===== src/rtl/aam_defs.svh =====
// ============================================================
// constants for the protection alarm monitor: protection byte field
// positions, request and mode codes, and frame counts for stability
// assumes: included by bare name from the package and the design files
`ifndef AAM_DEFS_SVH
`define AAM_DEFS_SVH

// ============================================================
// protection byte fields
`define AAM_K1_REQ_HI 7
`define AAM_K1_REQ_LO 4
`define AAM_K1_CHAN_HI 3
`define AAM_K1_CHAN_LO 0
`define AAM_K2_CHAN_HI 7
`define AAM_K2_CHAN_LO 4
`define AAM_K2_ARCH_BIT 3
`define AAM_K2_MODE_HI 2
`define AAM_K2_MODE_LO 0

// ============================================================
// codes
`define AAM_MODE_UNIDIR 3'h4
`define AAM_REQ_REVERSE 4'h2
`define AAM_REQ_SF_LO 4'hC
`define AAM_REQ_SF_HI 4'hD
`define AAM_PROT_CHAN 4'h0
`define AAM_LINE_WORK 1'b0
`define AAM_LINE_PROT 1'b1

// ============================================================
// counts
`define AAM_STABLE_FRAMES 3
`define AAM_UNSTABLE_FRAMES 12
`define AAM_CNT_W 32

`endif


===== src/rtl/aam_pkg.sv =====
// ============================================================
// types shared by the protection alarm monitor files
// assumes: aam_defs.svh is on the include path
`include "aam_defs.svh"

package aam_pkg;

    typedef struct packed {
        logic bidir;           // bidirectional switching mode
        logic arch1to1;        // local architecture is 1:1 (else 1+1)
        logic stdIntl;         // local card set to the international_standard_variant
        logic peerCardStdIntl; // mate card of a two-card pair set to the international variant
        logic farStdIntl;      // far end reported on the international variant
        logic twoCard;         // two-card 1+1 pair
        logic revertive;       // revertive switching enabled
    } aam_cfg_t;

    typedef struct packed {
        logic los;
        logic lof;
        logic ais;
        logic berExcess;  // ber above the fixed failure limit
        logic berDegrade; // ber above the configured degrade threshold
    } aam_defect_t;

    typedef struct packed {
        logic stdMismatch;
        logic cardMissing;
        logic remoteSigFail;
        logic chanMismatch;
        logic invalidK1;
        logic protByteFail;
        logic farEndProtFail;
        logic archMismatch;
    } aam_alarm_t;

    typedef struct packed {
        logic apsOk;
        logic apsDeactivated;
    } aam_clear_t;

    typedef struct packed {
        logic initClrRevert;
        logic cantClrRevert;
        logic manualDone;
        logic manualFail;
        logic sdLoDone;
        logic sdLoFail;
    } aam_event_t;

    typedef enum logic {
        HOLD_NONE,
        HOLD_MANUAL
    } aam_hold_t;

endpackage


===== src/rtl/aam_kbyte_filter.sv =====
// ============================================================
// stability filter for one received protection byte
// assumes: sample pulses once per received frame, same clock domain
`timescale 1ns/1ps
`include "aam_defs.svh"

module aam_kbyte_filter #(
    parameter int W = 8,
    parameter int STABLE_FRAMES = `AAM_STABLE_FRAMES,
    parameter int UNSTABLE_FRAMES = `AAM_UNSTABLE_FRAMES
) (
    input wire logic core_clk,      // system clock
    input wire logic srst,          // synchronous reset, active high
    input wire logic sample,        // new byte present this cycle
    input wire logic [W-1:0] byteIn, // received byte
    output logic [W-1:0] accepted,  // last byte seen on enough consecutive frames
    output logic unstable           // no acceptance for too many frames
);
    localparam int CW = $clog2(UNSTABLE_FRAMES + 1);

    logic [W-1:0] cand_reg, cand_next;
    logic [W-1:0] acc_reg, acc_next;
    logic [CW-1:0] match_reg, match_next;
    logic [CW-1:0] miss_reg, miss_next;
    logic uns_reg, uns_next;

    always_comb begin
        cand_next = cand_reg;
        acc_next = acc_reg;
        match_next = match_reg;
        miss_next = miss_reg;
        uns_next = uns_reg;
        if (sample) begin
            cand_next = byteIn;
            if (byteIn != cand_reg) begin
                match_next = CW'(1);
            end else if (match_reg != CW'(STABLE_FRAMES)) begin
                match_next = match_reg + 1'b1;
            end
            // saturated match keeps re-accepting, so a steady byte never ages out
            if (match_next == CW'(STABLE_FRAMES)) begin
                acc_next = byteIn;
                miss_next = '0;
                uns_next = 1'b0;
            end else if (miss_reg != CW'(UNSTABLE_FRAMES)) begin
                miss_next = miss_reg + 1'b1;
                if (miss_next == CW'(UNSTABLE_FRAMES)) begin
                    uns_next = 1'b1;
                end
            end
        end
    end

    always_ff @(posedge core_clk) begin
        if (srst) begin
            cand_reg <= '0;
            acc_reg <= '0;
            match_reg <= '0;
            miss_reg <= '0;
            uns_reg <= 1'b0;
        end else begin
            cand_reg <= cand_next;
            acc_reg <= acc_next;
            match_reg <= match_next;
            miss_reg <= miss_next;
            uns_reg <= uns_next;
        end
    end

    assign accepted = acc_reg;
    assign unstable = uns_reg;

endmodule


===== src/rtl/aam_alarm_monitor.sv =====
// ============================================================
// protection alarm monitor for a redundant line pair: minor alarms,
// clear states, informational switch events and per-line error counts
// assumes: all inputs come from logic on core_clk; requests are pulses
//
// Notes on behaviour
// - error counts survive any line switchover; only statsClear or srst resets them
// - alarms detected on both lines, error counts kept for the active line
// - no statistics accumulate for the standby line
// - two-card pair with differing standards raises standard mismatch
// - missing front or rear card raises card missing
// - line up and alarm free shows ok; line down shows deactivated
// - faulty far-end signalling in received K2 raises remote signal failure
// - unstable protection byte exchange raises protection byte failure in any mode
// - far end signalling failure on protection channel raises far-end failure
// - far end standard or architecture differing raises architecture mismatch
// - event on initialisation, clear switch or revert switch
// - event when a clear switch cannot be done; a revert that cannot be made raises no event
// - events for manual switch done and manual switch refused
// - low priority degrade switches automatically and reports it
// - event when a degrade switch cannot be made
// - signal failure is los, lof, ais or ber over limit; switches automatically
`timescale 1ns/1ps
`include "aam_defs.svh"

module aam_alarm_monitor import aam_pkg::*; #(
    parameter int CNT_W = `AAM_CNT_W,
    parameter int STABLE_FRAMES = `AAM_STABLE_FRAMES,
    parameter int UNSTABLE_FRAMES = `AAM_UNSTABLE_FRAMES
) (
    input wire logic core_clk,                // system clock, 100 MHz
    input wire logic srst,                    // synchronous reset, active high
    input wire logic apsEnable,               // protection configured and running
    input wire aam_cfg_t cfg,                 // static configuration
    input wire logic lineUp,                  // protected line is up
    input wire logic frontPresent,            // front card detected
    input wire logic rearPresent,             // rear card detected
    input wire logic [7:0] rxK1,              // received K1
    input wire logic [7:0] rxK2,              // received K2
    input wire logic rxKValid,                // received bytes valid, once a frame
    input wire logic [7:0] txK1,              // transmitted K1
    input wire aam_defect_t [1:0] defect,     // defects per line, index 0 working
    input wire logic [1:0] errPulse,          // one error seen per line
    input wire logic statsClear,              // software clear of error counts
    input wire logic manualReq,               // manual switch to the other line
    input wire logic clearReq,                // clear switch request
    output aam_alarm_t alarm,                 // minor alarms, levels
    output aam_clear_t clearState,            // clear states, levels
    output aam_event_t apsEvent,              // informational events, pulses
    output logic activeLine,                  // 0 working, 1 protection
    output logic [1:0] lineFail,              // signal failure per line
    output logic [CNT_W-1:0] errCntWork,      // error count, working line
    output logic [CNT_W-1:0] errCntProt       // error count, protection line
);

    // ============================================================
    // received byte stability
    logic [7:0] accK1, accK2;
    logic unsK1, unsK2;

    aam_kbyte_filter #(
        .W(8),
        .STABLE_FRAMES(STABLE_FRAMES),
        .UNSTABLE_FRAMES(UNSTABLE_FRAMES)
    ) u_filt_k1 (
        .core_clk(core_clk),
        .srst(srst),
        .sample(rxKValid),
        .byteIn(rxK1),
        .accepted(accK1),
        .unstable(unsK1)
    );

    aam_kbyte_filter #(
        .W(8),
        .STABLE_FRAMES(STABLE_FRAMES),
        .UNSTABLE_FRAMES(UNSTABLE_FRAMES)
    ) u_filt_k2 (
        .core_clk(core_clk),
        .srst(srst),
        .sample(rxKValid),
        .byteIn(rxK2),
        .accepted(accK2),
        .unstable(unsK2)
    );

    // ============================================================
    // line conditions
    logic [1:0] sf, sd;

    always_comb begin
        for (int i = 0; i < 2; i++) begin
            sf[i] = defect[i].los | defect[i].lof | defect[i].ais | defect[i].berExcess;
            sd[i] = defect[i].berDegrade;
        end
    end

    // ============================================================
    // alarms and clear states
    aam_alarm_t alarm_reg, alarm_next;
    aam_clear_t clear_reg, clear_next;
    logic [1:0] lineFail_reg;
    logic [3:0] rxReq, txReq;

    assign rxReq = accK1[`AAM_K1_REQ_HI:`AAM_K1_REQ_LO];
    assign txReq = txK1[`AAM_K1_REQ_HI:`AAM_K1_REQ_LO];

    always_comb begin
        alarm_next.stdMismatch = cfg.twoCard & (cfg.stdIntl ^ cfg.peerCardStdIntl);
        alarm_next.cardMissing = ~frontPresent | ~rearPresent;
        // mode codes below unidirectional carry no valid far-end signalling
        alarm_next.remoteSigFail = accK2[`AAM_K2_MODE_HI:`AAM_K2_MODE_LO] < `AAM_MODE_UNIDIR;
        alarm_next.chanMismatch = cfg.bidir &
            (accK2[`AAM_K2_CHAN_HI:`AAM_K2_CHAN_LO] != txK1[`AAM_K1_CHAN_HI:`AAM_K1_CHAN_LO]);
        alarm_next.invalidK1 = cfg.bidir & (rxReq != `AAM_REQ_REVERSE) & (rxReq < txReq);
        alarm_next.protByteFail = unsK1 | unsK2 | alarm_next.invalidK1;
        alarm_next.farEndProtFail = ((rxReq == `AAM_REQ_SF_LO) | (rxReq == `AAM_REQ_SF_HI)) &
            (accK1[`AAM_K1_CHAN_HI:`AAM_K1_CHAN_LO] == `AAM_PROT_CHAN);
        alarm_next.archMismatch = (accK2[`AAM_K2_ARCH_BIT] ^ cfg.arch1to1) |
            (cfg.farStdIntl ^ cfg.stdIntl);
        // conditions are re-evaluated each cycle, so alarms drop as soon as the cause goes
        clear_next.apsOk = lineUp & ~(|alarm_next) & ~(|sf);
        clear_next.apsDeactivated = ~lineUp;
    end

    always_ff @(posedge core_clk) begin
        if (srst) begin
            alarm_reg <= '0;
            clear_reg <= '0;
            lineFail_reg <= '0;
        end else begin
            alarm_reg <= alarm_next;
            clear_reg <= clear_next;
            lineFail_reg <= sf;
        end
    end

    // ============================================================
    // line selection and switch events
    logic act_reg, act_next;
    logic enabled_reg, enabled_next;
    logic sdSeen_reg, sdSeen_next;
    aam_hold_t hold_reg, hold_next;
    aam_event_t event_reg, event_next;
    logic other;

    assign other = ~act_reg;

    always_comb begin
        act_next = act_reg;
        hold_next = hold_reg;
        event_next = '0;
        enabled_next = apsEnable;
        // degrade acts on its rising edge only, so a refused switch reports once
        sdSeen_next = sd[act_reg];
        if (!apsEnable) begin
            act_next = `AAM_LINE_WORK;
            hold_next = HOLD_NONE;
        end else if (!enabled_reg) begin
            act_next = `AAM_LINE_WORK;
            hold_next = HOLD_NONE;
            event_next.initClrRevert = 1'b1;
        end else if (sf[act_reg] && !sf[other]) begin
            act_next = other;
        end else if (manualReq) begin
            if (!sf[other]) begin
                act_next = other;
                hold_next = HOLD_MANUAL;
                event_next.manualDone = 1'b1;
            end else begin
                event_next.manualFail = 1'b1;
            end
        end else if (clearReq) begin
            hold_next = HOLD_NONE;
            if (act_reg == `AAM_LINE_WORK) begin
                event_next.initClrRevert = 1'b1;
            end else if (!sf[`AAM_LINE_WORK] && !sd[`AAM_LINE_WORK]) begin
                act_next = `AAM_LINE_WORK;
                event_next.initClrRevert = 1'b1;
            end else begin
                event_next.cantClrRevert = 1'b1;
            end
        end else if (sd[act_reg] && !sdSeen_reg) begin
            if (!sf[other] && !sd[other]) begin
                act_next = other;
                event_next.sdLoDone = 1'b1;
            end else begin
                event_next.sdLoFail = 1'b1;
            end
        end else if (cfg.revertive && hold_reg == HOLD_NONE && act_reg == `AAM_LINE_PROT &&
                     !sf[`AAM_LINE_WORK] && !sd[`AAM_LINE_WORK]) begin
            act_next = `AAM_LINE_WORK;
            event_next.initClrRevert = 1'b1;
        end
    end

    always_ff @(posedge core_clk) begin
        if (srst) begin
            act_reg <= `AAM_LINE_WORK;
            enabled_reg <= 1'b0;
            sdSeen_reg <= 1'b0;
            hold_reg <= HOLD_NONE;
            event_reg <= '0;
        end else begin
            act_reg <= act_next;
            enabled_reg <= enabled_next;
            sdSeen_reg <= sdSeen_next;
            hold_reg <= hold_next;
            event_reg <= event_next;
        end
    end

    // ============================================================
    // error statistics, active line only
    logic [1:0][CNT_W-1:0] cnt_reg, cnt_next;

    always_comb begin
        for (int i = 0; i < 2; i++) begin
            cnt_next[i] = cnt_reg[i];
            // no reaction to the active line changing: counts are kept across switchover
            if (statsClear) begin
                cnt_next[i] = '0;
            end else if (errPulse[i] && (act_reg == i[0]) && !(&cnt_reg[i])) begin
                cnt_next[i] = cnt_reg[i] + 1'b1;
            end
        end
    end

    always_ff @(posedge core_clk) begin
        if (srst) begin
            cnt_reg <= '0;
        end else begin
            cnt_reg <= cnt_next;
        end
    end

    assign alarm = alarm_reg;
    assign clearState = clear_reg;
    assign apsEvent = event_reg;
    assign activeLine = act_reg;
    assign lineFail = lineFail_reg;
    assign errCntWork = cnt_reg[0];
    assign errCntProt = cnt_reg[1];

    // ============================================================
    // checks
    a_std_mismatch: assert property (@(posedge core_clk) disable iff (srst)
        cfg.twoCard && (cfg.stdIntl != cfg.peerCardStdIntl) |=> alarm.stdMismatch)
        else $error("standard mismatch not raised");
    a_card_missing: assert property (@(posedge core_clk) disable iff (srst)
        (!frontPresent || !rearPresent) |=> alarm.cardMissing)
        else $error("card missing not raised");
    a_line_down: assert property (@(posedge core_clk) disable iff (srst)
        !lineUp |=> clearState.apsDeactivated && !clearState.apsOk)
        else $error("deactivated state wrong while line down");
    a_chan_unidir: assert property (@(posedge core_clk) disable iff (srst)
        !cfg.bidir |=> !alarm.chanMismatch && !alarm.invalidK1)
        else $error("bidirectional alarm outside bidirectional mode");
    a_psb_unstable: assert property (@(posedge core_clk) disable iff (srst)
        (unsK1 || unsK2) |=> alarm.protByteFail)
        else $error("unstable bytes without byte failure alarm");
    a_standby_stats: assert property (@(posedge core_clk) disable iff (srst)
        !statsClear && activeLine == `AAM_LINE_WORK |=> $stable(errCntProt))
        else $error("standby line counted errors");
    a_stats_kept: assert property (@(posedge core_clk) disable iff (srst)
        !statsClear ##1 $changed(activeLine) |-> errCntWork >= $past(errCntWork))
        else $error("counts lost on switchover");
    a_event_single: assert property (@(posedge core_clk) disable iff (srst)
        $onehot0(apsEvent))
        else $error("more than one event at once");
    a_manual_moves: assert property (@(posedge core_clk) disable iff (srst)
        apsEvent.manualDone |-> activeLine != $past(activeLine))
        else $error("manual switch reported without a switch");
    a_degrade_moves: assert property (@(posedge core_clk) disable iff (srst)
        apsEvent.sdLoDone |-> activeLine != $past(activeLine) && !lineFail[activeLine])
        else $error("degrade switch reported without a switch");
    a_far_end_fail: assert property (@(posedge core_clk) disable iff (srst)
        (accK1[`AAM_K1_REQ_HI:`AAM_K1_REQ_LO] == `AAM_REQ_SF_HI) &&
        (accK1[`AAM_K1_CHAN_HI:`AAM_K1_CHAN_LO] == `AAM_PROT_CHAN) |=> alarm.farEndProtFail)
        else $error("far end protection failure not raised");

endmodule


===== config.mk =====
export PLATFORM = sky130hd
export DESIGN_NAME = aam_alarm_monitor
export DESIGN_NICKNAME = d
export VERILOG_FILES = /design/src/rtl/aam_pkg.sv /design/src/rtl/aam_kbyte_filter.sv /design/src/rtl/aam_alarm_monitor.sv
export VERILOG_INCLUDE_DIRS = /design/src /design/src/rtl
export SDC_FILE = /design/constraint.sdc
export NUM_CORES = 1
export LEC_CHECK = 0
export ABC_AREA = 1
export BUFFER_PORTS_ARGS = -buffer_cell sky130_fd_sc_hd__buf_4
export CAP_MARGIN = 20
export CORE_AREA = 3 3 120 122
export DETAILED_ROUTE_END_ITERATION = 7
export DIE_AREA = 0 0 123 125
export GPL_TIMING_DRIVEN = 0
export PLACE_DENSITY = 0.79
export SKIP_CTS_REPAIR_TIMING = 1
export SLEW_MARGIN = 40
export SYNTH_ARGS = -nofsm -noshare
export SYNTH_HDL_FRONTEND = slang
export SYNTH_SLANG_ARGS = --single-unit

===== constraint.sdc =====
create_clock -name core_clk -period 1.9 [get_ports core_clk]
set_input_delay 0.38 -clock core_clk [delete_from_list [all_inputs] [get_ports core_clk]]
set_output_delay 0.38 -clock core_clk [all_outputs]
set_load 0.01 [all_outputs]

Word level (Yosys, flattened, before mapping):

Index checks and enable logic that the tools add are counted.

* word-level logic and storage cells: 191
* RAM bits: 0
* latch bits: 0
* memory bits (read-only): 0
* memories kept: 0
* output and inout bits: 83
* bits in registers: 136
* input bits: 53

* order comparisons: 4
* mux-type cells: 53
* bitwise logic cells: 34
* reductions and logical operators: 44
* multiply operators: 0
* $add $sub $neg: 6
* shift operators: 0
* divide/modulo/power cells: 0
* equal/unequal tests: 17

Operators with widths (count)
* 32-bit by 1-bit adder with 32-bit output, second input constant: 2
* 32-bit AND reduction: 2
* 4-bit two-way mux: 10
* 1-bit two-way mux: 37
* 4-bit by 1-bit adder with 4-bit output, second input constant: 4
* 4-bit equality test, second input constant: 4
* 8-bit inequality test: 2
* 1-bit NOT: 13
* 1-bit logical AND: 12
* 4-bit by 2-bit inequality test with 1-bit output, second input constant: 3
* 3-bit AND reduction: 4
* 1-bit bitwise OR: 11
* 2-bit two-way mux: 5
* 2-bit nonzero test: 5
* 4-bit by 2-bit equality test with 1-bit output, second input constant: 2
* 4-bit inequality test, second input constant: 2
* 2-bit AND reduction: 4
* 8-bit OR reduction: 1
* 1-bit AND: 7
* 1-bit logical NOT: 7
* 7-bit OR reduction: 1
* 6-bit two-way mux: 1
* 2-bit OR reduction: 3
* 6-bit OR reduction: 1
* other kinds (12): 15

Longest topological paths before layout:

* depth after elaboration: 13
* mapped depth: 13
* gate-level depth less buffers: 12

By module:

A second synthesis with hierarchy kept.

* cells, all modules: 1173
* area, all modules: 7692.4 µm²

By module, submodules not included
* aam_alarm_monitor: cells an instance 805, sequential area each 1721.7 µm², times used 1, area each 5014.8 µm²
* aam_kbyte_filter: cells an instance 184, sequential area each 500.5 µm², times used 2, area each 1338.8 µm²

Worst setup path before layout:

No wires, ideal clock.

* path type: flip-flop to flip-flop
* start: register cnt_reg (netlist bit errCntProt[1])
* end: register cnt_reg (netlist bit errCntProt[31])
* arrival time: 1.514 ns
* cell stages (with the launch flop): 11
* setup slack: 0.245 ns
* path buffers: 2
* setup time: 0.141 ns
* required time: 1.759 ns
* clock period less this slack: 1.655 ns
* cells stage by stage: dfxtp_1 -> ha_1 -> nand2_1 -> nor2_1 -> nand2_1 -> nor2_2 -> a21oi_1 -> buf_2 -> buf_6 -> nand2_1 -> a21oi_1

* longest elaborated chain between the ends: 3
* elaborated cells between the ends (all ways): 4
* those cells by class: 1 x add/sub; 3 x reduce/logical

RTL lines
* start: declaration: line aam_alarm_monitor.sv:215 `logic [1:0][CNT_W-1:0] cnt_reg, cnt_next;`
* start signal: assignment: line aam_alarm_monitor.sv:233 `cnt_reg <= cnt_next;`
* parallel branches: the longest is 3 deep, another holds 32-bit by 1-bit adder with 32-bit output

Parallel ways; which one is timed is not known.
A chain may end at the register's enable or synchronous reset.

Worst setup path in the final report:

* start: register cnt_reg (netlist bit errCntProt[0])
* end: register cnt_reg (netlist bit errCntProt[29])

Same word-level chain as after synthesis.

==> out/metrics.cfg <==
[outcome]
outcome = finished, final reports clean

[clocking]
cts_buffer_depth = 2
clk_pin_slew_worst_paths_ns = 0.06
cts_tree = built
cts_sinks = 134
cts_max_level = 4
cts.root.buffer_cell = clkbuf_16
clock_latency_ns = 0.42
cts_buffers = 17

[critical_path]
endpoint_kind = flip-flop
cp-start-kind = flip-flop
arrival_ns = 2.07
crit_required_ns = 2.17
crit_type = flip-flop to flip-flop
crit_path_max_fanout = 10

[global_routing]
grt_pass1_wl_mm = 32.98
grt_overflow = 0
grt_max_degree = 17
antenna_found_initial = 0
grt_usage_pct = 26.41
grt_pass1_vias = 6943

[floorplan]
die_h_um = 125
die_x_um = 123
pin_count = 136
dieArea_sq_um = 15380
start_util_pct = 56.00
row_count = 42
core_area_sq_um = 13300

[route]
drc_errors = 0
met1_length_mm = 9.305
top_layer = met4
vias = 7798
wl_met2_mm = 10.22
wl_met3_mm = 1.303
drt-pass1-iter-count = 5
wirelength_mm = 21.06
antenna_left = 0
wire_per_inst_um = 14.31
drt-initial-drc-count = 705
via_per_inst = 5.298

[min_path]
hold_class = primary input to flip-flop

[synth]
seq_area_frac_synth_pct = 36.03
synth_nets = 1193
synth_async_sr_flop_share_pct = 0
avgSynthCellArea_sq_um = 6.607
synth_edf_count = 0
ys.flop_type = dfxtp_1
ys_seq_elements = 134
synth_area_sq_um = 7446
yosysUniqueCellTypes = 43
synth_cells = 1127
yosysWarnings = 0

[timing]
fin_ws_ns = 0.1036
fin_worst_skew_ns = 0.009097
hold_slack_ns = 0.1112
setup_viol = 0
relSlewSlack_pct = 50.74
worstMarginPinSlew_ns = 0.7389
fin_crit_sh_pct = 94.55
hold_violations = 0
slew_viol_final = 0
max_clock_freq_mhz = 556.7
period_minus_slack_ns = 1.796

[cells_and_area]
nNetsFinal = 1349
antenna-diode-count = 0
postLayoutCoreUtil_pct = 71.29
layout.cell_area.non_filler_sq_um = 9478
instances_no_fill = 1472
area_growth_syn_to_layout_pct = 27.29
final_layout_size_suffix_gt1_share_pct = 21.45

[placement]
port-buffer-count = 134
gp_congestion = 0.9399
hpwl_mm = 15.70
dpl_worst_slack_ns = -0.1161
dp_cells = 1437
post_dp_cell_area_sq_um = 8672

[pwr]
powerDensity_nw_per_um2 = 723.5
ir_worst_vdd_uv = 567.5
leakage_nw = 3.874

[run]
maxCapViolCount = 0

synth_stat cells, types with 5 or more instances:
cell | instances | area, sq um
buf_2 | 7 | 35.03
o21bai_1 | 6 | 45.04
nand2_1 | 313 | 1175
nor3_2 | 10 | 100.1
xor2_1 | 24 | 210.2
nand3_1 | 72 | 360.4
nand3b_1 | 6 | 45.04
dfxtp_1 | 134 | 2683
o22ai_1 | 8 | 50.05
o21ai_0 | 37 | 185.2
inv_2 | 6 | 22.52
nand4_1 | 22 | 137.6
nor2_1 | 146 | 548.0
xnor2_1 | 10 | 87.58
ha_1 | 13 | 162.7
buf_6 | 5 | 56.30
nand2_2 | 11 | 68.82
clkbuf_1 | 13 | 48.80
a21oi_2 | 11 | 96.34
nor3_1 | 30 | 150.1
nor2_2 | 5 | 31.28
inv_1 | 130 | 488.0
a21oi_1 | 69 | 345.3
power breakdown:
part,switching [mW],internal (mW)
combinational,0.304,0.213
clock,1.27,2.17
sequential,0.0344,2.87
total,1.61,5.25
routing by layer:
metal  up-vias  track usage (%)
met5         -                0
met4         0            6.775
met3        24            4.517
met2       260            44.23
met1      3602            35.24
li1       3912                -
critical path, cell delays in order, from the launching register on:
cell and delay [ns]:
dfxtp_2 0.38, ha_4 0.18, nand2_2 0.10, nor2_4 0.16, nand2_2 0.10, nor2_4 0.15
a21oi_1 0.10, buf_4 0.20, buf_6 0.15, nand2_1 0.07, a21oi_1 0.06
cells in the final DEF (no fill, tap or decap), drive strengths merged, types with 2 or more instances in the layout:
cell type  instances
nand2            326
buf              156
nor2             152
inv              137
dfxtp            134
a21oi             80
nand3             73
o21ai             41
nor3              40
clkbuf            34
xor2              24
nand4             24
ha                13
xnor2             10
o22ai              8
nand3b             6
o21bai             6
clkinv             6
and3               4
clkinvlp           4
or2                3
bufinv             3
o211ai             2
and2               2
a211oi             2
cell type report:
class	count	area, sq um
inverters	139	521.8
clock buffers	21	470.5
fillers	1148	3817
multi-input cells	822	4161
clock inverters	11	147.6
well taps	176	220.2
flip-flops and latches	134	2703
plain buffers	32	225.2
repair buffers	137	1028
cell families after synthesis:
family	after synthesis	synth area share [%]
adder cells (fa/ha/maj)	13	2.185
flip-flops	134	36.03
AO/OA/AOI/OAI	143	10.77
AND/OR/NAND/NOR	632	37.07
buffers and inverters	171	9.948
XOR/XNOR	34	3.999
per-stage QoR:
stage	setup TNS, ns	total power, mW
global placement	-0.9356	3.452
floorplan	0	3.247
CTS	-1.497	6.858
global route	-0.04075	7.044
finish	0	6.857
detailed placement	-1.826	3.461
path summary, 6_finish.rpt:
kind                                     from              to  slack, ns  depth (start not counted)
worst max-delay path            errCntProt[0]  errCntProt[29]       0.10                         10
worst min register to register    enabled_reg     apsEvent[5]       0.43                          1
worst max register to register  errCntProt[0]  errCntProt[29]       0.10                         10
worst min-delay path                   lineUp   clearState[0]       0.11                          2
Note: power is estimated with default switching activity, not from simulation.
